<file path="src/rtl/sample_timing_pkg.sv">
// constants shared by the sample timing block and its time base
// assumes a single 40 MHz system clock and a 32-bit AXI4-Lite register bus
package sample_timing_pkg;
   // clock rate and derived time base
   localparam int unsigned CLK_HZ         = 40_000_000;
   localparam int unsigned NOMINAL_HZ     = 512_000;
   localparam int unsigned OSC_DIV        = CLK_HZ / NOMINAL_HZ;
   localparam int unsigned CALC_DELAY_PS  = 2_150_000;
   localparam int unsigned CLK_PERIOD_PS  = 1_000_000_000 / (CLK_HZ / 1000);
   localparam int unsigned CALC_CYCLES    = (CALC_DELAY_PS + CLK_PERIOD_PS - 1) / CLK_PERIOD_PS;
   localparam int unsigned DEFAULT_ODR_DIV = 64;
   // register indices; byte address is four times the index
   localparam logic [7:0] CLOCK_CONTROL_IDX         = 8'h25;
   localparam logic [7:0] SYNC_CONFIGURATION_IDX    = 8'h35;
   localparam logic [7:0] TRIGGER_CONFIGURATION_IDX = 8'h49;
   localparam logic [7:0] OPERATING_MODE_IDX        = 8'h4a;
   localparam logic [7:0] SAMPLE_STATUS_IDX         = 8'h4b;
   localparam int unsigned ADDR_W = 10;
   localparam logic [7:0] REG_RESET = 8'h00;
   // field positions
   localparam int unsigned DIV_LSB      = 4;
   localparam int unsigned CLOCK_SOURCE_SELECT_LSB  = 0;
   localparam int unsigned ALIGN_SRC_BIT = 6;
   localparam int unsigned SYNC_MODE_LSB = 4;
   localparam int unsigned TRIGGER_SOURCE_SELECT_BIT = 1;
   localparam int unsigned TRIG_EN_BIT  = 0;
   // clock source codes
   localparam logic [1:0] SRC_INTERNAL = 2'h0;
   localparam logic [1:0] SRC_MASTER   = 2'h1;
   localparam logic [1:0] SRC_BIT      = 2'h2;
   // alignment modes
   localparam logic [1:0] SYNC_NONE   = 2'h0;
   localparam logic [1:0] SYNC_DIRECT = 2'h1;
   localparam logic [1:0] SYNC_INTERP = 2'h2;
   // operating modes
   typedef enum logic [2:0] {
      standby_mode, high_perf_mode, reduced_bandwidth_mode, low_power_sd_mode,
      very_low_power_sar_mode, ultra_low_power_sar_mode, high_speed_sar_mode
   } op_mode_e;
   // axi responses
   localparam logic [1:0] RESP_OKAY   = 2'h0;
   localparam logic [1:0] RESP_SLVERR = 2'h2;
endpackage

</file>
<file path="src/rtl/tick_if.sv">
// carries the system time base between the timing block and its divider
// assumes both ends run on aclk
`timescale 1ns/1ps
`default_nettype none
interface tick_if;
   logic       tick;
   logic [1:0] source;
   logic [3:0] divide;
   logic       half_rate;
   modport gen (output tick, input source, input divide, input half_rate);
   modport use_tick (input tick, output source, output divide, output half_rate);
endinterface
`default_nettype wire

</file>
<file path="src/rtl/sample_timing_sync_control.sv">
// sample timing control: time base select, external trigger, external alignment
// assumes an AXI4-Lite master on aclk and a sample front end on aclk
// Operation
// - internal 512 kHz time base by default
// - external clock on master or bit pin
// - external clock divided by four-bit field
// - trigger only in sar modes, any clock
// - one sample per enabled trigger pulse
// - trigger source bit1, enable bit0
// - alignment only in sigma-delta modes
// - data-ready phase follows sync pulse
// - bit6 selects sync source pin
// - sync mode: none, direct, interpolated
// - mode 00 default, clock source bits1:0
// - mode 00 free sampling with data-ready
// - mode 01 realigns on every pulse
// - mode 10 needs no external clock
// - interpolation averages two last samples
// - divider 0011 divides by four
`timescale 1ns/1ps
`default_nettype none
module sample_timing_sync_control
#(
   parameter int unsigned ODR_DIV = sample_timing_pkg::DEFAULT_ODR_DIV
)
(
   input  wire logic        aclk,
   input  wire logic        aresetn,
   // axi4-lite slave
   input  wire logic [9:0]  s_axi_awaddr,
   input  wire logic        s_axi_awvalid,
   output logic             s_axi_awready,
   input  wire logic [31:0] s_axi_wdata,
   input  wire logic [3:0]  s_axi_wstrb,
   input  wire logic        s_axi_wvalid,
   output logic             s_axi_wready,
   output logic [1:0]       s_axi_bresp,
   output logic             s_axi_bvalid,
   input  wire logic        s_axi_bready,
   input  wire logic [9:0]  s_axi_araddr,
   input  wire logic        s_axi_arvalid,
   output logic             s_axi_arready,
   output logic [31:0]      s_axi_rdata,
   output logic [1:0]       s_axi_rresp,
   output logic             s_axi_rvalid,
   input  wire logic        s_axi_rready,
   // pins and sample front end
   input  wire logic        master_clock_pin,
   input  wire logic        bit_clock_pin,
   input  wire logic        frame_sync_pin,
   input  wire logic        interrupt_pin_one,
   input  wire logic [15:0] sample_in,
   output logic [15:0]      sample_data,
   output logic             data_ready_signal,
   output logic             sample_tick
);
   if (ODR_DIV < 2 || ODR_DIV > 65535)
   begin
      $error("ODR_DIV out of range");
   end

   typedef enum logic [2:0] {
      s_idle = 3'b001,
      s_run  = 3'b010,
      s_calc = 3'b100
   } state_e;

   // register word index from a byte address
   function automatic logic [7:0] reg_index(input logic [9:0] addr);
      reg_index = addr[9:2];
   endfunction

   // signed mean of two samples
   function automatic logic [15:0] mean2(input logic [15:0] a, input logic [15:0] b);
      logic [16:0] sum;
      sum   = {a[15], a} + {b[15], b};
      mean2 = sum[16:1];
   endfunction

   logic [7:0]  clock_control;
   logic [7:0]  sync_configuration;
   logic [7:0]  trigger_configuration;
   sample_timing_pkg::op_mode_e op_mode;
   tick_if      tb ();
   state_e      state;
   logic [9:0]  aw_addr;
   logic        aw_held;
   logic [31:0] w_data;
   logic [3:0]  w_strb;
   logic        w_held;
   logic [1:0]  pin_sync_fs;
   logic [1:0]  pin_sync_i1;
   logic        trig_prev;
   logic        align_prev;
   logic [15:0] decim_count;
   logic [15:0] hist_new;
   logic [15:0] hist_old;
   logic [7:0]  calc_count;
   logic        path_sd;
   logic        path_sar;
   logic [1:0]  sync_mode;
   logic        sync_on;
   logic        trig_on;
   logic        trig_level;
   logic        align_level;
   logic        trig_edge;
   logic        align_edge;
   logic        odr_wrap;
   logic        do_write;
   logic [7:0]  wr_index;
   logic [7:0]  wr_byte;
   logic [31:0] next_rdata;
   logic        rd_hit;

   // time base divider
   time_base u_time_base
   (
      .aclk             (aclk),
      .aresetn          (aresetn),
      .master_clock_pin (master_clock_pin),
      .bit_clock_pin    (bit_clock_pin),
      .tb               (tb.gen)
   );

   // source select drives the time base
   assign tb.source    = clock_control[sample_timing_pkg::CLOCK_SOURCE_SELECT_LSB +: 2];
   assign tb.divide    = clock_control[sample_timing_pkg::DIV_LSB +: 4];
   assign tb.half_rate = path_sar;

   // mode decode
   assign path_sd  = op_mode == sample_timing_pkg::high_perf_mode
                     || op_mode == sample_timing_pkg::reduced_bandwidth_mode
                     || op_mode == sample_timing_pkg::low_power_sd_mode;
   assign path_sar = op_mode == sample_timing_pkg::very_low_power_sar_mode
                     || op_mode == sample_timing_pkg::ultra_low_power_sar_mode
                     || op_mode == sample_timing_pkg::high_speed_sar_mode;
   assign sync_mode = sync_configuration[sample_timing_pkg::SYNC_MODE_LSB +: 2];
   // alignment only on the sigma-delta path
   assign sync_on  = path_sd && (sync_mode == sample_timing_pkg::SYNC_DIRECT
                     || sync_mode == sample_timing_pkg::SYNC_INTERP);
   // trigger only on the sar path
   assign trig_on  = path_sar && trigger_configuration[sample_timing_pkg::TRIG_EN_BIT];

   // two-stage synchronisers on the pulse pins
   always_ff @(posedge aclk)
   begin
      if (!aresetn)
      begin
         pin_sync_fs <= 2'h0;
         pin_sync_i1 <= 2'h0;
      end
      else
      begin
         pin_sync_fs <= {pin_sync_fs[0], frame_sync_pin};
         pin_sync_i1 <= {pin_sync_i1[0], interrupt_pin_one};
      end
   end

   assign trig_level  = trigger_configuration[sample_timing_pkg::TRIGGER_SOURCE_SELECT_BIT]
                        ? pin_sync_i1[1] : pin_sync_fs[1];
   assign align_level = sync_configuration[sample_timing_pkg::ALIGN_SRC_BIT]
                        ? pin_sync_i1[1] : pin_sync_fs[1];
   assign trig_edge   = trig_on && trig_level && !trig_prev;
   assign align_edge  = sync_on && align_level && !align_prev;
   assign odr_wrap    = tb.tick && decim_count == 16'(ODR_DIV - 1);

   // edge detect history
   always_ff @(posedge aclk)
   begin
      if (!aresetn)
      begin
         trig_prev  <= 1'b0;
         align_prev <= 1'b0;
      end
      else
      begin
         trig_prev  <= trig_level;
         align_prev <= align_level;
      end
   end

   // run state: standby idles, interpolation waits out its calculation
   always_ff @(posedge aclk)
   begin
      if (!aresetn)
         state <= s_idle;
      else
      begin
         unique case (state)
            s_idle:
               if (op_mode != sample_timing_pkg::standby_mode)
                  state <= s_run;
            s_run:
               if (op_mode == sample_timing_pkg::standby_mode)
                  state <= s_idle;
               // start the averaging delay on a sync pulse
               else if (align_edge && sync_mode == sample_timing_pkg::SYNC_INTERP)
                  state <= s_calc;
            s_calc:
               if (calc_count == 8'(sample_timing_pkg::CALC_CYCLES - 1))
                  state <= s_run;
            default:
               state <= s_idle;
         endcase
      end
   end

   // calculation delay counter
   always_ff @(posedge aclk)
   begin
      if (!aresetn || state != s_calc)
         calc_count <= 8'h00;
      else
         calc_count <= calc_count + 8'h01;
   end

   // output data rate divider
   always_ff @(posedge aclk)
   begin
      if (!aresetn || state == s_idle)
         decim_count <= 16'h0000;
      // realign the decimation phase on every pulse
      else if (align_edge && sync_mode == sample_timing_pkg::SYNC_DIRECT)
         decim_count <= 16'h0000;
      else if (odr_wrap)
         decim_count <= 16'h0000;
      else if (tb.tick)
         decim_count <= decim_count + 16'h0001;
   end

   // interpolation history: two most recent internal samples
   always_ff @(posedge aclk)
   begin
      if (!aresetn)
      begin
         hist_new <= 16'h0000;
         hist_old <= 16'h0000;
      end
      else if (state != s_idle && odr_wrap)
      begin
         hist_old <= hist_new;
         hist_new <= sample_in;
      end
   end

   // sample output and data-ready pulse
   always_ff @(posedge aclk)
   begin
      if (!aresetn)
      begin
         sample_data       <= 16'h0000;
         data_ready_signal <= 1'b0;
         sample_tick       <= 1'b0;
      end
      else
      begin
         data_ready_signal <= 1'b0;
         sample_tick       <= tb.tick;
         if (state == s_calc && calc_count == 8'(sample_timing_pkg::CALC_CYCLES - 1))
         begin
            // averaged output after the fixed delay
            sample_data       <= mean2(hist_new, hist_old);
            data_ready_signal <= 1'b1;
         end
         else if (state == s_run && trig_edge)
         begin
            sample_data       <= sample_in;
            data_ready_signal <= 1'b1;
         end
         else if (state == s_run && align_edge && sync_mode == sample_timing_pkg::SYNC_DIRECT)
         begin
            sample_data       <= sample_in;
            data_ready_signal <= 1'b1;
         end
         // free sampling when neither trigger nor interpolation
         // interpolation runs on internal samples only
         else if (state == s_run && odr_wrap && !trig_on
                  && !(sync_on && sync_mode == sample_timing_pkg::SYNC_INTERP))
         begin
            sample_data       <= sample_in;
            data_ready_signal <= 1'b1;
         end
      end
   end

   // write channel capture, address and data in either order
   always_ff @(posedge aclk)
   begin
      if (!aresetn)
      begin
         aw_held <= 1'b0;
         w_held  <= 1'b0;
         aw_addr <= 10'h000;
         w_data  <= 32'h00000000;
         w_strb  <= 4'h0;
      end
      else
      begin
         if (s_axi_awvalid && s_axi_awready)
         begin
            aw_held <= 1'b1;
            aw_addr <= s_axi_awaddr;
         end
         else if (do_write)
            aw_held <= 1'b0;
         if (s_axi_wvalid && s_axi_wready)
         begin
            w_held <= 1'b1;
            w_data <= s_axi_wdata;
            w_strb <= s_axi_wstrb;
         end
         else if (do_write)
            w_held <= 1'b0;
      end
   end

   assign do_write = aw_held && w_held && !s_axi_bvalid;
   assign wr_index = reg_index(aw_addr);
   assign wr_byte  = w_data[7:0];

   // write ready: one of each at a time
   always_ff @(posedge aclk)
   begin
      if (!aresetn)
      begin
         s_axi_awready <= 1'b0;
         s_axi_wready  <= 1'b0;
      end
      else
      begin
         s_axi_awready <= !aw_held && !(s_axi_awvalid && s_axi_awready) && !s_axi_bvalid;
         s_axi_wready  <= !w_held && !(s_axi_wvalid && s_axi_wready) && !s_axi_bvalid;
      end
   end

   // registers reset to mode 00 and the internal source
   always_ff @(posedge aclk)
   begin
      if (!aresetn)
      begin
         clock_control         <= sample_timing_pkg::REG_RESET;
         sync_configuration    <= sample_timing_pkg::REG_RESET;
         trigger_configuration <= sample_timing_pkg::REG_RESET;
         op_mode               <= sample_timing_pkg::standby_mode;
      end
      else if (do_write && w_strb[0])
      begin
         // clock setup accepted in standby only
         if (wr_index == sample_timing_pkg::CLOCK_CONTROL_IDX
             && op_mode == sample_timing_pkg::standby_mode)
            clock_control <= wr_byte;
         if (wr_index == sample_timing_pkg::SYNC_CONFIGURATION_IDX)
            sync_configuration <= wr_byte;
         if (wr_index == sample_timing_pkg::TRIGGER_CONFIGURATION_IDX)
            trigger_configuration <= wr_byte;
         if (wr_index == sample_timing_pkg::OPERATING_MODE_IDX
             && wr_byte[2:0] <= 3'(sample_timing_pkg::high_speed_sar_mode))
            op_mode <= sample_timing_pkg::op_mode_e'(wr_byte[2:0]);
      end
   end

   // write response
   always_ff @(posedge aclk)
   begin
      if (!aresetn)
      begin
         s_axi_bvalid <= 1'b0;
         s_axi_bresp  <= sample_timing_pkg::RESP_OKAY;
      end
      else if (do_write)
      begin
         s_axi_bvalid <= 1'b1;
         if (wr_index == sample_timing_pkg::CLOCK_CONTROL_IDX
             || wr_index == sample_timing_pkg::SYNC_CONFIGURATION_IDX
             || wr_index == sample_timing_pkg::TRIGGER_CONFIGURATION_IDX
             || wr_index == sample_timing_pkg::OPERATING_MODE_IDX)
            s_axi_bresp <= sample_timing_pkg::RESP_OKAY;
         else
            s_axi_bresp <= sample_timing_pkg::RESP_SLVERR;
      end
      else if (s_axi_bready)
         s_axi_bvalid <= 1'b0;
   end

   // read decode
   always_comb
   begin
      next_rdata = 32'h00000000;
      rd_hit     = 1'b1;
      unique case (reg_index(s_axi_araddr))
         sample_timing_pkg::CLOCK_CONTROL_IDX:         next_rdata[7:0] = clock_control;
         sample_timing_pkg::SYNC_CONFIGURATION_IDX:    next_rdata[7:0] = sync_configuration;
         sample_timing_pkg::TRIGGER_CONFIGURATION_IDX: next_rdata[7:0] = trigger_configuration;
         sample_timing_pkg::OPERATING_MODE_IDX:        next_rdata[2:0] = op_mode;
         sample_timing_pkg::SAMPLE_STATUS_IDX:
            next_rdata = {13'h0000, state, sample_data};
         default:                                      rd_hit = 1'b0;
      endcase
   end

   // read channel: answer one cycle after address is taken
   always_ff @(posedge aclk)
   begin
      if (!aresetn)
      begin
         s_axi_arready <= 1'b0;
         s_axi_rvalid  <= 1'b0;
         s_axi_rdata   <= 32'h00000000;
         s_axi_rresp   <= sample_timing_pkg::RESP_OKAY;
      end
      else
      begin
         s_axi_arready <= !s_axi_rvalid && !(s_axi_arvalid && s_axi_arready);
         if (s_axi_arvalid && s_axi_arready)
         begin
            s_axi_rvalid <= 1'b1;
            s_axi_rdata  <= next_rdata;
            s_axi_rresp  <= rd_hit ? sample_timing_pkg::RESP_OKAY
                                   : sample_timing_pkg::RESP_SLVERR;
         end
         else if (s_axi_rready)
            s_axi_rvalid <= 1'b0;
      end
   end
endmodule
`default_nettype wire

</file>
<file path="src/rtl/time_base.sv">
// time base: internal nominal oscillator or divided external clock pin
// assumes clock pins are slow against aclk and arrive asynchronously
`timescale 1ns/1ps
`default_nettype none
module time_base
(
   input  wire logic aclk,
   input  wire logic aresetn,
   input  wire logic master_clock_pin,
   input  wire logic bit_clock_pin,
   tick_if.gen       tb
);
   logic [1:0] mclk_sync;
   logic [1:0] bclk_sync;
   logic       ext_prev;
   logic [7:0] osc_count;
   logic [3:0] ext_count;
   logic       raw_tick;
   logic       half_phase;
   logic       ext_level;
   logic       ext_edge;

   // two-stage synchronisers for the clock pins
   always_ff @(posedge aclk)
   begin
      if (!aresetn)
      begin
         mclk_sync <= 2'h0;
         bclk_sync <= 2'h0;
      end
      else
      begin
         mclk_sync <= {mclk_sync[0], master_clock_pin};
         bclk_sync <= {bclk_sync[0], bit_clock_pin};
      end
   end

   assign ext_level = (tb.source == sample_timing_pkg::SRC_MASTER) ? mclk_sync[1] : bclk_sync[1];
   assign ext_edge  = ext_level && !ext_prev;

   // external edges divided by field plus one
   always_ff @(posedge aclk)
   begin
      if (!aresetn)
      begin
         ext_prev  <= 1'b0;
         osc_count <= 8'h00;
         ext_count <= 4'h0;
         raw_tick  <= 1'b0;
      end
      else
      begin
         ext_prev <= ext_level;
         raw_tick <= 1'b0;
         if (tb.source == sample_timing_pkg::SRC_MASTER || tb.source == sample_timing_pkg::SRC_BIT)
         begin
            osc_count <= 8'h00;
            if (ext_edge)
            begin
               if (ext_count >= tb.divide)
               begin
                  ext_count <= 4'h0;
                  raw_tick  <= 1'b1;
               end
               else
                  ext_count <= ext_count + 4'h1;
            end
         end
         else if (osc_count == 8'(sample_timing_pkg::OSC_DIV - 1))
         begin
            osc_count <= 8'h00;
            raw_tick  <= 1'b1;
         end
         else
            osc_count <= osc_count + 8'h01;
      end
   end

   // internal oscillator runs at half rate for the sar path
   always_ff @(posedge aclk)
   begin
      if (!aresetn)
      begin
         half_phase <= 1'b0;
         tb.tick    <= 1'b0;
      end
      else
      begin
         if (raw_tick)
            half_phase <= !half_phase;
         tb.tick <= raw_tick && (!tb.half_rate || half_phase
                    || tb.source != sample_timing_pkg::SRC_INTERNAL);
      end
   end
endmodule
`default_nettype wire

</file>
<file path="config.mk">
export PLATFORM = sky130hd
export DESIGN_NAME = sample_timing_sync_control
export DESIGN_NICKNAME = d
export VERILOG_FILES = /design/src/rtl/sample_timing_pkg.sv /design/src/rtl/tick_if.sv /design/src/rtl/sample_timing_sync_control.sv /design/src/rtl/time_base.sv
export SDC_FILE = /design/constraint.sdc
export NUM_CORES = 1
export LEC_CHECK = 0
export BUFFER_PORTS_ARGS = -buffer_cell sky130_fd_sc_hd__buf_2
export CAP_MARGIN = 20
export CORE_MARGIN = 2
export CORE_UTILIZATION = 39
export CTS_BUF_LIST = sky130_fd_sc_hd__clkbuf_4 sky130_fd_sc_hd__clkbuf_8
export DETAILED_ROUTE_END_ITERATION = 8
export GPL_TIMING_DRIVEN = 0
export PLACE_DENSITY = 0.72
export SYNTH_ARGS = -nofsm -noshare
export SYNTH_HDL_FRONTEND = slang
export SYNTH_HIERARCHICAL = 1
export SYNTH_SLANG_ARGS = --single-unit
</file>
<file path="constraint.sdc">
create_clock -name aclk -period 2.1 [get_ports aclk]
set_input_delay 0.21 -clock aclk [delete_from_list [all_inputs] [get_ports aclk]]
set_output_delay 0.21 -clock aclk [all_outputs]
set_load 0.05 [all_outputs]
</file>
# Word level (Yosys, flattened, before mapping)
# Cells that the tools add are included.
# word_totals
ff_bits	192
out_inout_bits	59
# classes
n_mux	34
n_reduce_logical	78
bitwise_logic	1
n_addsub	5
order_cmp	2
eq_ne	30
# ops
operator	count
16-bit two-way mux	4
8-bit by 7-bit == test with 1-bit output (second input constant)	7
1-bit logical AND	33
8-bit by 6-bit == test with 1-bit output (second input constant)	4
5-bit case mux with 4 select lines	1
1-bit two-way mux	19
16-bit by 16-bit adder with 17-bit output	1
16-bit by 1-bit adder with 16-bit output (second input constant)	1
8-bit by 1-bit adder with 8-bit output (second input constant)	2
16-bit by 6-bit == test with 1-bit output (second input constant)	1
1-bit zero test	15
3-bit case mux with 5 select lines	1
1-bit logical OR	13
3-bit == test (second input constant)	4
3-bit two-way mux	4
11-bit two-way mux	1
2-bit AND reduction	5
2-bit nonzero test	5
3-bit by 2-bit == test with 1-bit output (second input constant)	3
3-bit case mux with 3 select lines	1
3-bit by 1-bit == test with 1-bit output (second input constant)	2
3-bit OR reduction	2
5-bit OR reduction	1
4-bit by 1-bit adder with 4-bit output (second input constant)	1
15 further kinds	19

# Longest topological paths before layout
# logic_depth
ltp_word	11
depth_mapped	9
mapped_depth_nobuf	8

# Modules after synthesis
# Netlist, hierarchy kept.
# modules_own_cells
mod	cells_per_inst	area_per_inst_um2	n_inst
sample_timing_sync_control	801	7023.0	1
time_base	100	957.2	1

# Least setup slack after synthesis
# No wires, ideal clock.
# synth_path
kind	flip-flop to flip-flop
startpoint	register hist_new[0]
endpoint	register sample_data[13]
path_stages_with_launch	9
required_time_ns	1.963
arrival_ns	1.933
setup_time_ns	0.137
setup_slack_ns	0.030
n_path_buf	0
cell_sequence	dfxtp_1 and2_1 fa_1 a211oi_1 nor2_1 o2111ai_1 o31a_1 xor2_1 a211oi_1
# synth_via
elab_chain_cells	2
# synth_rtl
element	line	text
from (decl)	sample_timing_sync_control.sv:96	logic [15:0] hist_new;
from (signal assigned)	sample_timing_sync_control.sv:242	hist_new <= sample_in;
16-bit by 16-bit adder with 17-bit output	sample_timing_sync_control.sv:76	sum = {a[15], a} + {b[15], b};
16-bit two-way mux	sample_timing_sync_control.sv:259	if (state == s_calc && calc_count == 8'(sample_timing_pkg::CALC_CYCLES - 1))
to (signal assigned)	sample_timing_sync_control.sv:262	sample_data <= mean2(hist_new, hist_old);
to (signal assigned)	sample_timing_sync_control.sv:267	sample_data <= sample_in;
to (signal assigned)	sample_timing_sync_control.sv:272	sample_data <= sample_in;
to (decl)	sample_timing_sync_control.sv:53	output logic [15:0] sample_data,
# Every way passes these cells.
# A chain may end at the register's enable or synchronous reset.

# Final worst setup path
# layout_path
startpoint	register decim_count[15]
endpoint	register sample_data[1]
# layout_via
elab_chain_cells	6
# layout_rtl
element	line	text
from (decl)	sample_timing_sync_control.sv:95	logic [15:0] decim_count;
from (signal assigned)	sample_timing_sync_control.sv:228	decim_count <= decim_count + 16'h0001;
16-bit by 6-bit == test with 1-bit output	sample_timing_sync_control.sv:165	assign odr_wrap = tb.tick && decim_count == 16'(ODR_DIV - 1);
1-bit logical AND	sample_timing_sync_control.sv:165	
1-bit logical AND (2 in series)	sample_timing_sync_control.sv:277	else if (state == s_run && odr_wrap && !trig_on
1-bit logical AND	sample_timing_sync_control.sv:278	&& !(sync_on && sync_mode == sample_timing_pkg::SYNC_INTERP))
4-bit nonzero test (no source line)	--	
to (signal assigned)	sample_timing_sync_control.sv:267	
to (signal assigned)	sample_timing_sync_control.sv:272	
to (signal assigned)	sample_timing_sync_control.sv:280	sample_data <= sample_in;
# Every way passes these cells.

==> results.md <==
- The library cell occupying the most area in the post-synthesis netlist is sky130_fd_sc_hd__dfxtp_1.
- Counting flops with a built-in enable in the synthesized netlist gives 0.
- In this run, the number of DRC markers left after iteration 0 of detailed routing was 490.
- The TritonCTS clock tree is done.
- In this run the horizontal extent of the chip is 147.0 um.
- In the routed layout, each cell is associated on average with a via count of 5.111.
- The count of nets left with antenna violations once routing finished came out at 0.
- The post-route clock period utilization is 102.6%.
- The first global-routing pass estimated 31.97 mm of wire.
- The first-pass detailed-route iteration total is 6.
- Across all setup checks in the final design, the least slack found is -54.02 ps.
- The total wire length is 20.17 mm.
- Measured along the y axis, the die boundary spans 147.0 um.
- The total count of max-transition violations in the final report was 0.
- Among cell families on the critical path, the largest total delay comes from simple AND/OR/NAND/NOR gates.
- The commonest cells after synthesis are sky130_fd_sc_hd__dfxtp_1 (175), sky130_fd_sc_hd__nand2_1 (144), sky130_fd_sc_hd__nor2_1 (97).
- Counting every instance in the synthesized netlist gives 901.
- Counting both buffers and inverters, the worst setup path holds a total of 2.
- The final critical path time including I/O delays and setup is 2154 ps.
- After detailed placement, the total cell area comes to 0.008841 mm^2.
- The final reports fail on setup timing.
- The clock net in this run drives a total of 175 sinks.
- The average cell area after synthesis is 8.857 um^2.
- The signal on the critical path passes through or4_4 -> nor3_4 -> nand4_4 -> a21oi_4 -> buf_12 -> buf_12 -> mux2i_1 -> a21oi_1.
- The post-route netlist has 20.92% of its cells at a drive strength greater than 1.
- The clock-pin slew on the worst setup and hold paths is 90 ps.
- The startpoint kind of the worst setup timing path is a flop.
- The number of global-route vias before repair is 6383.
- Sorting the synthesized cells by area gives the leading types as sky130_fd_sc_hd__dfxtp_1 (44%), sky130_fd_sc_hd__nand2_1 (6.8%), sky130_fd_sc_hd__mux2i_1 (5.8%), sky130_fd_sc_hd__a21oi_1 (4.8%), sky130_fd_sc_hd__nor2_1 (4.6%).
- The average routed wire per standard cell is 14.88 um.
- Counting flops and latches in the post-synthesis netlist gives 175.
- The flow ran to the end, but the final reports show violations.
- The final setup violation count is 12.
- The worst hold path begins at sample_in[5].
- The design draws 6091 uW.
- The number of warnings issued by yosys is 6.
- The total non-filler cell area in the finished layout is 0.009848 mm^2.
- The area growth from synthesis to layout is 23.41%.
- For the worst setup path, the data required time is 2430 ps.
- The critical path's most frequent cell is sky130_fd_sc_hd__buf_12.
- The hold violation total from the final report is 0.
- The antenna diode instance count is 0.
- The peak supply drop is 0.0004412 V.
- For the worst flop-to-flop path, the logic depth is 8.
- The most used flip-flop cell after synthesis is sky130_fd_sc_hd__dfxtp_1.
- The area share of the largest cell type after synthesis is 43.90%.
- The worst hold path passes through 3 cells.
- Global routing consumed, over all layers together, 18.58% of the routing resources.
- The worst-skew pair later-pin latency is 460 ps.
- At the pin with the least slew margin, the transition time is 718.9 ps.
- In this run the worst hold path is classified as input pin to flop.
- The clock arrives with 13.86 ps of skew.
- The pin count of the biggest net entering global routing is 18.
- Once placement completed, the tool counted placed cells totaling 1279.
- The floorplan core area is 0.02017 mm^2.
- The count of cells in the finished layout, fillers not included, comes to 1355.
- The die covers 0.02162 mm^2.
- The number of remaining DRC errors is 0.
- The endpoint identified for the worst register-to-register timing path is sample_data[1].
- Summed over all cells, the static leakage comes to 0.003966 uW.
- The highest net fanout along the worst path is 5.
- Pin placement for this block handled 142 I/O pins.
- The CTS buffer count is 17.
- After synthesis, the share of flip-flops with an asynchronous set or reset is 0%.
- The H-tree generated during clock tree synthesis spans 4 levels.
- The count of buffers added on input and output ports is 94.
- The class of the most critical setup path is flop to flop.
- Derived from the worst setup path, the maximum achievable clock frequency is 464.2 MHz.
- The vias after detailed routing is 6925.
- The placement-stage worst setup slack is -338.9 ps.
- The flop-to-flop setup slack is -50 ps.
- In the final timing run, aggregate negative setup slack is -327.4 ps.
- Measured against its own limit, the worst slew margin works out to 52.07%.
- Once the floorplan was initialized, standard cells occupied 39.57% of the core.
- The cell at the root of the clock tree is sky130_fd_sc_hd__clkbuf_8.
- The initial antenna violation count is 0.
- The sequential share of the synthesized area is 43.90%.
- The number of nets in the final layout is 1185.
- The longest clock path from root to sink contains 2 buffers.
- After synthesis, the netlist uses 75 different library cells.
- In the post-synthesis netlist, the cell with the most instances is sky130_fd_sc_hd__dfxtp_1.
- Setup repair after global routing could not meet its margin everywhere.
- Dividing total power by cell area gives a power density of 618.5 mW/mm^2.
- The master of the slowest instance on the critical path is sky130_fd_sc_hd__or4_4.
- The startpoint identified for the worst register-to-register timing path is decim_count[15].
- The tool flagged a number of max-cap violations equal to 0.
- The worst setup path is captured at a flop.
- The post-synth design cell area is 0.007980 mm^2.
- The sum of net half-perimeters after detailed placement is 14.54 mm.
- The placement row count is 52.
- The peak per-stage delay on the critical path is 540 ps.
- The overflow left after global routing is 0.
- For hold timing, the worst endpoint is hist_new[5].
- Data arrives at the worst endpoint at 2480 ps.
- The routability-driven placement congestion ratio is 0.8784.
worst reg2reg max path: stages, from the launching register on:
cell and delay (ps):
sky130_fd_sc_hd__dfxtp_2 330, sky130_fd_sc_hd__or4_4 540, sky130_fd_sc_hd__nor3_4 200, sky130_fd_sc_hd__nand4_4 150, sky130_fd_sc_hd__a21oi_4 270, sky130_fd_sc_hd__buf_12 140
sky130_fd_sc_hd__buf_12 120, sky130_fd_sc_hd__mux2i_1 200, sky130_fd_sc_hd__a21oi_1 80
through the flow:
step / utilization, % / hold slack [ps]
floorplan: - / 331.8
global placement: 43.83 / 425.9
detailed placement: 43.83 / 425.2
CTS: 48.12 / 0.2441
global route: 48.83 / 5.136
finish: 48.83 / 17.37
metal layers:
layer	wire (um)	up-vias	GRT usage (%)
met5	0	-	0
met1	9309	3217	24.72
li1	-	3476	-
met2	8899	195	29.04
met4	665	0	7.740
met3	1290	37	4.410
placed cells by master, fill, tap and decap left out, types with 24 or more instances in the layout:
cell type and n:
sky130_fd_sc_hd__dfxtp_1 168, sky130_fd_sc_hd__nand2_1 144, sky130_fd_sc_hd__buf_2 98, sky130_fd_sc_hd__nor2_1 96
sky130_fd_sc_hd__a21oi_1 76, sky130_fd_sc_hd__mux2i_1 46, sky130_fd_sc_hd__dlygate4sd3_1 32, sky130_fd_sc_hd__buf_4 29
sky130_fd_sc_hd__xor2_1 25, sky130_fd_sc_hd__o21ai_0 24, sky130_fd_sc_hd__ha_1 24
power breakdown:
group | leakage, uW | internal [uW] | switching [uW]
Sequential | 0.00142 | 3360 | 36.7
Clock | 0.000188 | 987 | 1280
Combinational | 0.00236 | 156 | 273
Total | 0.00397 | 4500 | 1590
layout make-up:
| cell class | count | area [um^2] |
|---|---|---|
| Clock inverter | 14 | 131.4 |
| Buffer | 47 | 300.3 |
| Tap cell | 270 | 337.8 |
| Inverter | 18 | 67.56 |
| Multi-Input combinational cell | 672 | 4324 |
| Timing Repair Buffer | 141 | 927.1 |
| Fill cell | 1905 | 10320 |
| Sequential cell | 175 | 3512 |
| Clock buffer | 18 | 247.7 |
cells by family after synthesis:
group	synth area share [%]
mux	6.366
fa+ha+maj	4.798
compound gates	15.59
xor+xnor	4.171
simple gates	20.77
buf+inv	4.359
flops	43.90
other cells	0.04699
worst max path at each step:
stage / start / endpoint / slack (ps) / cells after the start
after detailed placement: hist_new[0] / sample_data[13] / -340 / 8
final: decim_count[15] / sample_data[1] / -50 / 8
after floorplan: hist_new[0] / sample_data[13] / 30 / 8
after CTS: decim_count[15] / sample_data[1] / -60 / 8
after global routing: decim_count[13] / sample_data[2] / -120 / 8
after global placement: hist_new[0] / sample_data[13] / -350 / 8
sequential cells by signal, summed over array words and instances, names as in the netlist, 2 cells and up:
register	flops
sync_configuration	8
pin_sync_i1	2
state	3
clock_control	8
hist_new	16
aw_addr	8
u_time_base/ext_count	4
u_time_base/bclk_sync	2
w_data	8
u_time_base/mclk_sync	2
decim_count	16
calc_count	8
pin_sync_fs	2
trigger_configuration	8
u_time_base/osc_count	8
op_mode	3
sample_data	16
hist_old	16
s_axi_rdata	19
what timing repair did:
item	CTS	global route
hold endpoints to repair	32	0
buffers inserted	12	3
resized for setup	27	27
setup endpoints to repair	56	58
hold buffers	32	0
pin swaps	12	11
(Power assumes the default switching activity.)
